## src/hdl/motor_thermal_consts.svh

```systemverilog
`ifndef MOTOR_THERMAL_CONSTS_SVH
`define MOTOR_THERMAL_CONSTS_SVH

// Timing
`define CLK_KHZ 50000
`define TICK_MS 10
`define TICK_CYCLES (`TICK_MS * `CLK_KHZ)
`define FLASH_MS 500
`define FLASH_TICKS (`FLASH_MS / `TICK_MS)

// Thermal scaling
`define PCT_FULL 7'h64
`define TRIP_RATIO_SQ 48'h24
`define SF_SCALE_SQ 48'h2710
`define DIV3_MUL 20'h2ab
`define DIV3_SHIFT 11

// Reset values
`define FLA_RESET 16'h0000
`define SF_RESET 8'h64
`define CLASS_RESET 5'h0a

// Register offsets
`define OFS_FLA 8'h00
`define OFS_SF 8'h04
`define OFS_SCLS 8'h08
`define OFS_RCLS 8'h0c
`define OFS_MODE 8'h10
`define OFS_STATUS 8'h14
`define OFS_HEAT 8'h18
`define OFS_RESTART 8'h1c

// Status field positions
`define STAT_TRIP 0
`define STAT_COOLED 1
`define STAT_INHIBIT 2
`define STAT_LED 3
`define STAT_STATE 4
`define STAT_FAULT 9

// Display and storage
`define NUM_SCREENS 6
`define HEAT_SCREEN 3'h4
`define NVM_PCT_ADDR 2'h0

`endif

```

## src/hdl/ovl_pkg.sv

```systemverilog
package ovl_pkg;
    typedef enum logic [4:0] {
        st_load = 5'h01,
        st_ready = 5'h02,
        st_run = 5'h04,
        st_trip = 5'h08,
        st_fault = 5'h10
    } ovl_state_t;

    typedef enum logic [1:0] {
        ol_manual = 2'h0,
        ol_auto = 2'h1,
        ol_off = 2'h2
    } ovl_mode_t;

    typedef enum logic [3:0] {
        fc_none = 4'h0,
        missing_full_load_fault_code = 4'h1
    } fault_code_t;

    typedef struct packed {
        logic [2:0] screen;
    } disp_state_t;

    typedef struct packed {
        ovl_state_t st;
        logic [15:0] motor_full_load_current_setting;
        logic [7:0] service_factor_setting;
        logic [4:0] start_trip_class_setting;
        logic [4:0] run_trip_class_setting;
        ovl_mode_t overload_mode_select;
        logic [6:0] pct;
        logic [47:0] frac;
        logic [2:0][6:0] hist;
        logic [1:0] hist_ptr;
        logic [1:0] hist_waddr;
        logic [6:0] hist_wval;
        logic hist_pend;
        logic pct_dirty;
        logic [6:0] start_pct;
        logic [2:0] load_cnt;
        logic [19:0] tick_cnt;
        logic [7:0] flash_cnt;
        logic flash;
        logic led;
        logic inhibit;
        logic trip;
        logic key_q;
        logic speed_q;
        fault_code_t fault_code;
        logic [31:0] rdata;
    } thermal_state_t;
endpackage : ovl_pkg

```

## src/hdl/display_select.sv

```systemverilog
`timescale 1ns/1ns
`include "motor_thermal_consts.svh"
module display_select #(
    parameter int NUM_SCREENS = `NUM_SCREENS
) (
    // Clock and reset
    input wire logic clk,
    input wire logic rst_n,
    // Keys
    input wire logic key_up,
    input wire logic key_down,
    // Screen
    output logic [2:0] screen
);
    localparam logic [2:0] LAST = 3'(NUM_SCREENS - 1);

    ovl_pkg::disp_state_t q;
    ovl_pkg::disp_state_t n;

    // Both directions wrap at the ends
    always_comb begin
        n = q;
        if (key_up && !key_down) begin
            n.screen = (q.screen == LAST) ? 3'h0 : q.screen + 3'h1;
        end else if (key_down && !key_up) begin
            n.screen = (q.screen == 3'h0) ? LAST : q.screen - 3'h1;
        end
    end

    always_ff @(posedge clk) begin
        if (!rst_n) begin
            q.screen <= 3'h0;
        end else begin
            q <= n;
        end
    end

    assign screen = q.screen;
endmodule : display_select

```

## src/hdl/motor_thermal_overload.sv

```systemverilog
`timescale 1ns/1ns
`include "motor_thermal_consts.svh"
module motor_thermal_overload #(
    parameter int TICK_CYCLES = `TICK_CYCLES
) (
    // Clock and reset
    input wire logic clk,
    input wire logic rst_n,
    // Register port
    input wire logic [7:0] reg_addr,
    input wire logic [31:0] reg_wdata,
    input wire logic reg_write,
    input wire logic reg_read,
    output logic [31:0] reg_rdata,
    // Motor and start control
    input wire logic [15:0] motor_current,
    input wire logic at_speed,
    input wire logic start_req,
    input wire logic stop_req,
    output logic run_cmd,
    output logic overload_trip,
    // Keypad and display
    input wire logic reset_key,
    input wire logic key_up,
    input wire logic key_down,
    output logic overload_led,
    output logic [2:0] screen_index,
    output logic heat_screen,
    output logic [6:0] remaining_heat_readout,
    output ovl_pkg::fault_code_t fault_code,
    // Storage
    input wire logic nvm_format
);
    ovl_pkg::thermal_state_t q;
    ovl_pkg::thermal_state_t n;

    logic tick, heating, cooled, press, rise;
    logic [15:0] fla;
    logic [4:0] cls;
    logic [31:0] fla_sq, cur_sq;
    logic [23:0] fsf;
    logic [47:0] unit, fsum;
    logic [8:0] hsum;
    logic [19:0] sum_mul;
    logic [6:0] restart_capacity_threshold, used;
    logic nvm_we;
    logic [1:0] nvm_waddr;
    logic [6:0] nvm_wdata, nvm_rdata;

    assign fla = q.motor_full_load_current_setting;
    assign tick = q.tick_cnt == 20'(TICK_CYCLES - 1);
    assign cls = at_speed ? q.run_trip_class_setting : q.start_trip_class_setting;
    assign fla_sq = 32'(fla) * 32'(fla);
    assign cur_sq = 32'(motor_current) * 32'(motor_current);
    assign fsf = 24'(fla) * 24'(q.service_factor_setting);
    // One percent of capacity is a hundredth of class seconds at 600 percent
    assign unit = 48'(fla_sq) * 48'(cls) * `TRIP_RATIO_SQ;
    // Heats above full-load times service factor, cools below it
    assign heating = 48'(cur_sq) * `SF_SCALE_SQ > 48'(fsf) * 48'(fsf);
    assign fsum = q.frac + 48'(cur_sq);
    assign hsum = 9'(q.hist[0]) + 9'(q.hist[1]) + 9'(q.hist[2]);
    // Divide by three as multiply and shift; at most one percent low
    assign sum_mul = 20'(hsum) * `DIV3_MUL;
    assign restart_capacity_threshold = sum_mul[`DIV3_SHIFT +: 7];
    assign cooled = q.pct >= restart_capacity_threshold && q.pct != 7'h00;
    assign press = reset_key && !q.key_q;
    assign rise = at_speed && !q.speed_q;
    assign used = (q.start_pct > q.pct) ? q.start_pct - q.pct : 7'h00;

    // History write wins the port; percent write waits one cycle
    assign nvm_we = q.hist_pend || q.pct_dirty;
    assign nvm_waddr = q.hist_pend ? q.hist_waddr : `NVM_PCT_ADDR;
    assign nvm_wdata = q.hist_pend ? q.hist_wval : q.pct;

    thermal_nvm #(
        .DEPTH(4),
        .WIDTH(7)
    ) u_nvm (
        .clk(clk),
        .rst_n(rst_n),
        .format(nvm_format),
        .we(nvm_we),
        .waddr(nvm_waddr),
        .wdata(nvm_wdata),
        .raddr(q.load_cnt[1:0]),
        .rdata(nvm_rdata)
    );

    display_select #(
        .NUM_SCREENS(`NUM_SCREENS)
    ) u_disp (
        .clk(clk),
        .rst_n(rst_n),
        .key_up(key_up),
        .key_down(key_down),
        .screen(screen_index)
    );

    always_comb begin
        n = q;
        n.rdata = 32'h0;
        n.key_q = reset_key;
        n.speed_q = at_speed;
        n.tick_cnt = tick ? 20'h0 : q.tick_cnt + 20'h1;
        if (q.hist_pend) begin
            n.hist_pend = 1'b0;
        end else if (q.pct_dirty) begin
            n.pct_dirty = 1'b0;
        end
        if (reg_write) begin
            case (reg_addr)
                `OFS_FLA: n.motor_full_load_current_setting = reg_wdata[15:0];
                `OFS_SF: n.service_factor_setting = reg_wdata[7:0];
                `OFS_SCLS: n.start_trip_class_setting = reg_wdata[4:0];
                `OFS_RCLS: n.run_trip_class_setting = reg_wdata[4:0];
                `OFS_MODE: n.overload_mode_select = ovl_pkg::ovl_mode_t'(reg_wdata[1:0]);
                default: ;
            endcase
        end
        if (reg_read) begin
            case (reg_addr)
                `OFS_FLA: n.rdata = {16'h0, fla};
                `OFS_SF: n.rdata = {24'h0, q.service_factor_setting};
                `OFS_SCLS: n.rdata = {27'h0, q.start_trip_class_setting};
                `OFS_RCLS: n.rdata = {27'h0, q.run_trip_class_setting};
                `OFS_MODE: n.rdata = {30'h0, q.overload_mode_select};
                `OFS_STATUS: begin
                    n.rdata[`STAT_TRIP] = q.trip;
                    n.rdata[`STAT_COOLED] = cooled;
                    n.rdata[`STAT_INHIBIT] = q.inhibit;
                    n.rdata[`STAT_LED] = q.led;
                    n.rdata[`STAT_STATE +: 5] = q.st;
                    n.rdata[`STAT_FAULT +: 4] = q.fault_code;
                end
                `OFS_HEAT: n.rdata = {25'h0, q.pct};
                `OFS_RESTART: n.rdata = {25'h0, restart_capacity_threshold};
                default: n.rdata = 32'h0;
            endcase
        end
        if (tick && fla != 16'h0000 && q.st != ovl_pkg::st_load) begin
            if (heating) begin
                if (fsum >= unit) begin
                    n.frac = fsum - unit;
                    if (q.pct != 7'h00) begin
                        n.pct = q.pct - 7'h01;
                        n.pct_dirty = 1'b1;
                    end
                end else begin
                    n.frac = fsum;
                end
            end else if (q.frac >= 48'(fla_sq)) begin
                n.frac = q.frac - 48'(fla_sq);
            end else if (q.pct < `PCT_FULL) begin
                n.pct = q.pct + 7'h01;
                n.frac = q.frac + unit - 48'(fla_sq);
                n.pct_dirty = 1'b1;
            end else begin
                n.frac = 48'h0;
            end
        end
        if (tick) begin
            if (q.flash_cnt == 8'(`FLASH_TICKS - 1)) begin
                n.flash_cnt = 8'h00;
                n.flash = !q.flash;
            end else begin
                n.flash_cnt = q.flash_cnt + 8'h01;
            end
        end
        case (q.st)
            ovl_pkg::st_load: begin
                n.load_cnt = q.load_cnt + 3'h1;
                case (q.load_cnt)
                    3'h1: n.pct = (nvm_rdata > `PCT_FULL) ? `PCT_FULL : nvm_rdata;
                    3'h2: n.hist[0] = nvm_rdata;
                    3'h3: n.hist[1] = nvm_rdata;
                    3'h4: begin
                        n.hist[2] = nvm_rdata;
                        n.st = ovl_pkg::st_ready;
                    end
                    default: ;
                endcase
            end
            ovl_pkg::st_ready: begin
                if (start_req && fla == 16'h0000) begin
                    n.st = ovl_pkg::st_fault;
                    n.fault_code = ovl_pkg::missing_full_load_fault_code;
                end else if (start_req) begin
                    n.st = ovl_pkg::st_run;
                    n.start_pct = q.pct;
                end
            end
            ovl_pkg::st_run: begin
                if (stop_req) begin
                    n.st = ovl_pkg::st_ready;
                end else if (rise) begin
                    n.hist[q.hist_ptr] = used;
                    n.hist_wval = used;
                    n.hist_waddr = q.hist_ptr + 2'h1;
                    n.hist_pend = 1'b1;
                    n.hist_ptr = (q.hist_ptr == 2'h2) ? 2'h0 : q.hist_ptr + 2'h1;
                end
            end
            ovl_pkg::st_trip: begin
                // Start requests are not looked at here
                if (q.overload_mode_select == ovl_pkg::ol_off
                    || (cooled && (q.overload_mode_select == ovl_pkg::ol_auto || press))) begin
                    n.st = ovl_pkg::st_ready;
                    n.trip = 1'b0;
                    n.inhibit = 1'b0;
                end else if (press) begin
                    n.inhibit = 1'b1;
                end
            end
            ovl_pkg::st_fault: begin
                if (press && fla != 16'h0000) begin
                    n.st = ovl_pkg::st_ready;
                    n.fault_code = ovl_pkg::fc_none;
                end
            end
            default: n.st = ovl_pkg::st_load;
        endcase
        // Trip decided after everything else; the reset key has no say here
        if ((q.st == ovl_pkg::st_run || q.st == ovl_pkg::st_ready) && q.pct == 7'h00
            && q.overload_mode_select != ovl_pkg::ol_off) begin
            n.st = ovl_pkg::st_trip;
            n.trip = 1'b1;
        end
        n.led = n.trip && (!cooled || n.flash);
    end

    always_ff @(posedge clk) begin
        if (!rst_n) begin
            q <= '0;
            q.st <= ovl_pkg::st_load;
            q.motor_full_load_current_setting <= `FLA_RESET;
            q.service_factor_setting <= `SF_RESET;
            q.start_trip_class_setting <= `CLASS_RESET;
            q.run_trip_class_setting <= `CLASS_RESET;
            q.overload_mode_select <= ovl_pkg::ol_manual;
            q.pct <= `PCT_FULL;
            q.fault_code <= ovl_pkg::fc_none;
        end else begin
            q <= n;
        end
    end

    assign run_cmd = q.st == ovl_pkg::st_run;
    assign overload_trip = q.trip;
    assign overload_led = q.led;
    assign remaining_heat_readout = q.pct;
    assign heat_screen = screen_index == `HEAT_SCREEN;
    assign fault_code = q.fault_code;
    assign reg_rdata = q.rdata;
endmodule : motor_thermal_overload

```

## src/hdl/thermal_nvm.sv

```systemverilog
`timescale 1ns/1ns
`include "motor_thermal_consts.svh"
module thermal_nvm #(
    parameter int DEPTH = 4,
    parameter int WIDTH = 7
) (
    // Clock and reset
    input wire logic clk,
    input wire logic rst_n,
    // Factory format
    input wire logic format,
    // Write port
    input wire logic we,
    input wire logic [$clog2(DEPTH)-1:0] waddr,
    input wire logic [WIDTH-1:0] wdata,
    // Read port
    input wire logic [$clog2(DEPTH)-1:0] raddr,
    output logic [WIDTH-1:0] rdata
);
    typedef struct packed {
        logic [DEPTH-1:0][WIDTH-1:0] mem;
        logic [WIDTH-1:0] rdata;
    } nvm_state_t;

    nvm_state_t q;
    nvm_state_t n;

    // Contents survive rst_n; only we and format rewrite them
    always_comb begin
        n = q;
        n.rdata = q.mem[raddr];
        if (we) begin
            n.mem[waddr] = wdata;
        end
        if (format) begin
            n.mem = '0;
            n.mem[0] = WIDTH'(`PCT_FULL);
        end
        if (!rst_n) begin
            n.rdata = '0;
        end
    end

    always_ff @(posedge clk) begin
        q <= n;
    end

    assign rdata = q.rdata;
endmodule : thermal_nvm

```

## config.mk

```make
export PLATFORM = sky130hd
export DESIGN_NAME = motor_thermal_overload
export DESIGN_NICKNAME = d
export VERILOG_FILES = /design/src/hdl/ovl_pkg.sv /design/src/hdl/display_select.sv /design/src/hdl/motor_thermal_overload.sv /design/src/hdl/thermal_nvm.sv
export VERILOG_INCLUDE_DIRS = /design/src /design/src/hdl
export SDC_FILE = /design/constraint.sdc
export NUM_CORES = 2
export LEC_CHECK = 0
export ABC_AREA = 1
export BUFFER_PORTS_ARGS = -buffer_cell sky130_fd_sc_hd__clkbuf_2
export CAP_MARGIN = 15
export CORE_MARGIN = 8
export CORE_UTILIZATION = 40
export CTS_BUF_LIST = sky130_fd_sc_hd__clkbuf_4 sky130_fd_sc_hd__clkbuf_8
export DETAILED_ROUTE_END_ITERATION = 8
export PLACE_DENSITY = 0.53
export SLEW_MARGIN = 15
export SYNTH_ARGS = -nofsm -noshare
export SYNTH_HDL_FRONTEND = slang
export SYNTH_HIERARCHICAL = 1
export SYNTH_SLANG_ARGS = --single-unit
```

## constraint.sdc

```tcl
create_clock -name clk -period 18.3 [get_ports clk]
set_input_delay 2.745 -clock clk [delete_from_list [all_inputs] [get_ports clk]]
set_output_delay 2.745 -clock clk [all_outputs]
set_load 0.02 [all_outputs]
```

==> metrics.log <==
INFO  metric routed_wire_length_per_instance = 18.0 µm
INFO  metric clkSlewWorstSetupHoldPaths = 0.07 ns
INFO  metric num-nets-final = 11700
INFO  metric crit_required = 18.86 ns
INFO  metric postSynthCellCount = 9745
INFO  metric synthArstFlopShare = 0
INFO  metric max_clock_freq = 0.0585 GHz
INFO  metric detailed_place.area = 74500 µm²
INFO  metric cp_top_family = adder cells
INFO  metric total_via_count_in_the_routed_design = 61400
INFO  metric hold-path-cell-count = 1
INFO  metric die_w = 439 µm
INFO  metric hpwl = 185 mm
INFO  metric gp_routability_congestion = 0.938
INFO  metric post_cts_resize_count = 0
INFO  metric worst-r2r-setup-slack = 1.21 ns
INFO  metric reg2reg_launch_point = fla[3]$_SDFFE_PN0P_
INFO  metric routed_wl = 217 mm
INFO  metric most-common-layout-cells = sky130_fd_sc_hd__inv_1, sky130_fd_sc_hd__nand2_1, sky130_fd_sc_hd__fa_1
INFO  metric post_cts.repair.setup_buffers = 0
INFO  metric cp_data_arrival_time = 17.65 ns
INFO  metric synth_flop_cell = sky130_fd_sc_hd__dfxtp_1
INFO  metric clk-insertion-delay-late = 0.68 ns
INFO  metric start_kind = register
INFO  metric timing.hold.worst.start = q[50]$_SDFF_PP0_
INFO  metric finalCriticalPeriod = 17.09 ns
INFO  metric mappedNetlistArea = 71700 µm²
INFO  metric layout.cells.most_common = sky130_fd_sc_hd__inv_1
INFO  metric cts_buffer_count = 42
INFO  metric slowest_delay = 0.71 ns
INFO  metric grt_pass1_vias = 61900
INFO  metric ys_types = 72
INFO  metric core = 178000 µm²
INFO  metric cp_max_fo = 51
INFO  metric clock_tree.htree_level_count = 2
INFO  metric tns_setup = 0 ns
INFO  metric global_route_congestion_overflow_total = 0
INFO  metric synth-seq-cells = 229
INFO  metric setup.worst_path.class = register to register
INFO  metric dpl.cell_count = 12000
INFO  metric synth-seq-area-share = 0.0639
INFO  metric fin_cells = 12100
INFO  metric worst_pin_slew = 1.14 ns
INFO  metric worst_hold_check_slack = 0.451 ns
INFO  metric setup_repair_after_global_routing_missed_its_margin = false
INFO  metric placement.io_buffers = 81
INFO  metric antenna_violating_nets_post_route = 0
INFO  metric final_max_slew_viol_count = 0
INFO  metric stdcell_area = 75400 µm²
INFO  metric finalSetupViolCount = 0
INFO  metric number_of_drc_markers_in_iteration_0 = 4037
INFO  metric final_hold_viol_count = 0
INFO  metric relative_area_change_from_synthesis_to_final_layout = 5.13%
INFO  metric netlist_top_cells_area = sky130_fd_sc_hd__fa_1, sky130_fd_sc_hd__ha_1, sky130_fd_sc_hd__inv_1
INFO  metric avgViaCountPerCell = 5.08
INFO  metric drcViolationCount = 0
INFO  metric synth_edf_count = 0
INFO  metric synth.top_cell.area_share = 0.297
INFO  metric hold_end = q[50]$_SDFF_PP0_
INFO  metric timing.hold.worst.class = register to register
INFO  metric cts-root-to-sink-buffers = 3
INFO  metric synth_largest_area_cell = sky130_fd_sc_hd__fa_1
INFO  metric syn_avg_cell_area = 7.36 µm²
INFO  metric initial_antenna_violation_count = 5
INFO  metric grt_start_max_net_pins = 88
INFO  metric finalCritPeriodShare = 0.934
INFO  metric rr_worst_depth = 65
INFO  metric floorplan.die_area = 193000 µm²
INFO  metric finalClockSkew = 0.0740 ns
INFO  metric drv_cap = 0
INFO  metric end_kind = register
INFO  metric outcome = finished clean
INFO  metric drt_first_pass_iters = 9
INFO  metric crit_path_frequent_cell = sky130_fd_sc_hd__inv_1
INFO  metric tritoncts_clock_tree = built
INFO  metric start_util = 0.402
INFO  metric placement_rows = 155
INFO  metric grt_usage = 0.224
INFO  metric fraction_of_layout_instances_using_a_drive_strength_above_1 = 0.0339
INFO  metric die_h = 439 µm
INFO  metric cts.sink_count = 229
INFO  metric slew_headroom = 0.237
INFO  metric num_io_pins = 117
INFO  metric synth-warning-count = 6
INFO  metric r2r-end = remaining_heat_readout[2]$_SDFF_PN1_
INFO  metric critical_path.n_buffers_inverters = 15
INFO  metric grt_pass1_wl = 346 mm
INFO  metric hold_buffers = 0
INFO  metric cpMaxStageDelayCell = sky130_fd_sc_hd__xor2_1
INFO  metric clock-root-buffer = sky130_fd_sc_hd__clkbuf_8
registers in the layout (all words and copies together), names as in the netlist:
signal                  cells
u_nvm/q                    28
fault_code                  1
overload_led                1
fla                        16
overload_trip               1
remaining_heat_readout      7
reg_rdata                  16
u_disp/screen               3
q                         149
u_nvm/rdata                 7
per-layer routing:
layer  global-route usage  wire length, µm  part of all wire  vias up
met5                    0               27           0.00012        -
met4               0.0589             6340             0.029        4
met3               0.0224            10600             0.049      281
met2                0.370            99400              0.46     1480
met1                0.316           101000              0.46    29700
li1                     -                -                 -    29900
synth_stat cells (112+ instances only):
library cell / instances
sky130_fd_sc_hd__a31oi_1: 112
sky130_fd_sc_hd__o21ai_0: 387
sky130_fd_sc_hd__ha_1: 925
sky130_fd_sc_hd__nor2_1: 878
sky130_fd_sc_hd__inv_1: 2442
sky130_fd_sc_hd__a21oi_1: 673
sky130_fd_sc_hd__nand3_1: 224
sky130_fd_sc_hd__dfxtp_1: 229
sky130_fd_sc_hd__fa_1: 1065
sky130_fd_sc_hd__clkbuf_1: 190
sky130_fd_sc_hd__xor2_1: 225
sky130_fd_sc_hd__nand2_1: 1531
sky130_fd_sc_hd__xnor2_1: 160
how the worst max path moves through the flow:
| stage | slack [ns] | start | end | cells past startpoint |
|---|---|---|---|---|
| finish | 1.21 | fla[3]$_SDFFE_PN0P_ | remaining_heat_readout[2]$_SDFF_PN1_ | 65 |
| global placement | 1.74 | fla[3]$_SDFFE_PN0P_ | remaining_heat_readout[2]$_SDFF_PN1_ | 65 |
| detailed placement | 1.71 | fla[3]$_SDFFE_PN0P_ | remaining_heat_readout[2]$_SDFF_PN1_ | 65 |
| floorplan | 4.21 | motor_current[3] | remaining_heat_readout[1]$_SDFF_PN0_ | 64 |
| global route | 0.28 | fla[3]$_SDFFE_PN0P_ | remaining_heat_readout[2]$_SDFF_PN1_ | 61 |
| CTS | 1.52 | fla[3]$_SDFFE_PN0P_ | remaining_heat_readout[2]$_SDFF_PN1_ | 65 |
cell families after synthesis:
kind of cell | after synthesis | share of synthesized area
flip-flops | 229 | 0.0639
XOR/XNOR | 387 | 0.0475
AND/OR/NAND/NOR | 2896 | 0.165
buffers and inverters | 2745 | 0.148
other | 1 | 0.0000523
adder cells (fa/ha/maj) | 1990 | 0.459
AO/OA/AOI/OAI | 1497 | 0.117
per-stage QoR:
stage	utilization	setup slack, ns
3_5_place_dp	0.418	1.71
5_1_grt	0.423	0.283
2_1_floorplan	-	4.21
6_report	0.423	1.21
3_3_place_gp	0.418	1.74
4_1_cts	0.423	1.52
layout make-up:
class	count	area [µm²]
Fill cell	18800	103000
Multi-Input combinational cell	6790	56600
Inverter	2467	9260
Sequential cell	229	4580
Tap cell	2355	2950
Timing Repair Buffer	162	1030
Clock buffer	62	785
Clock inverter	11	139
Antenna cell	3	7.51
Power is left out: the tool's default activity adds up to more than one toggle a clock period on the data nets, which glitch-free logic cannot reach.
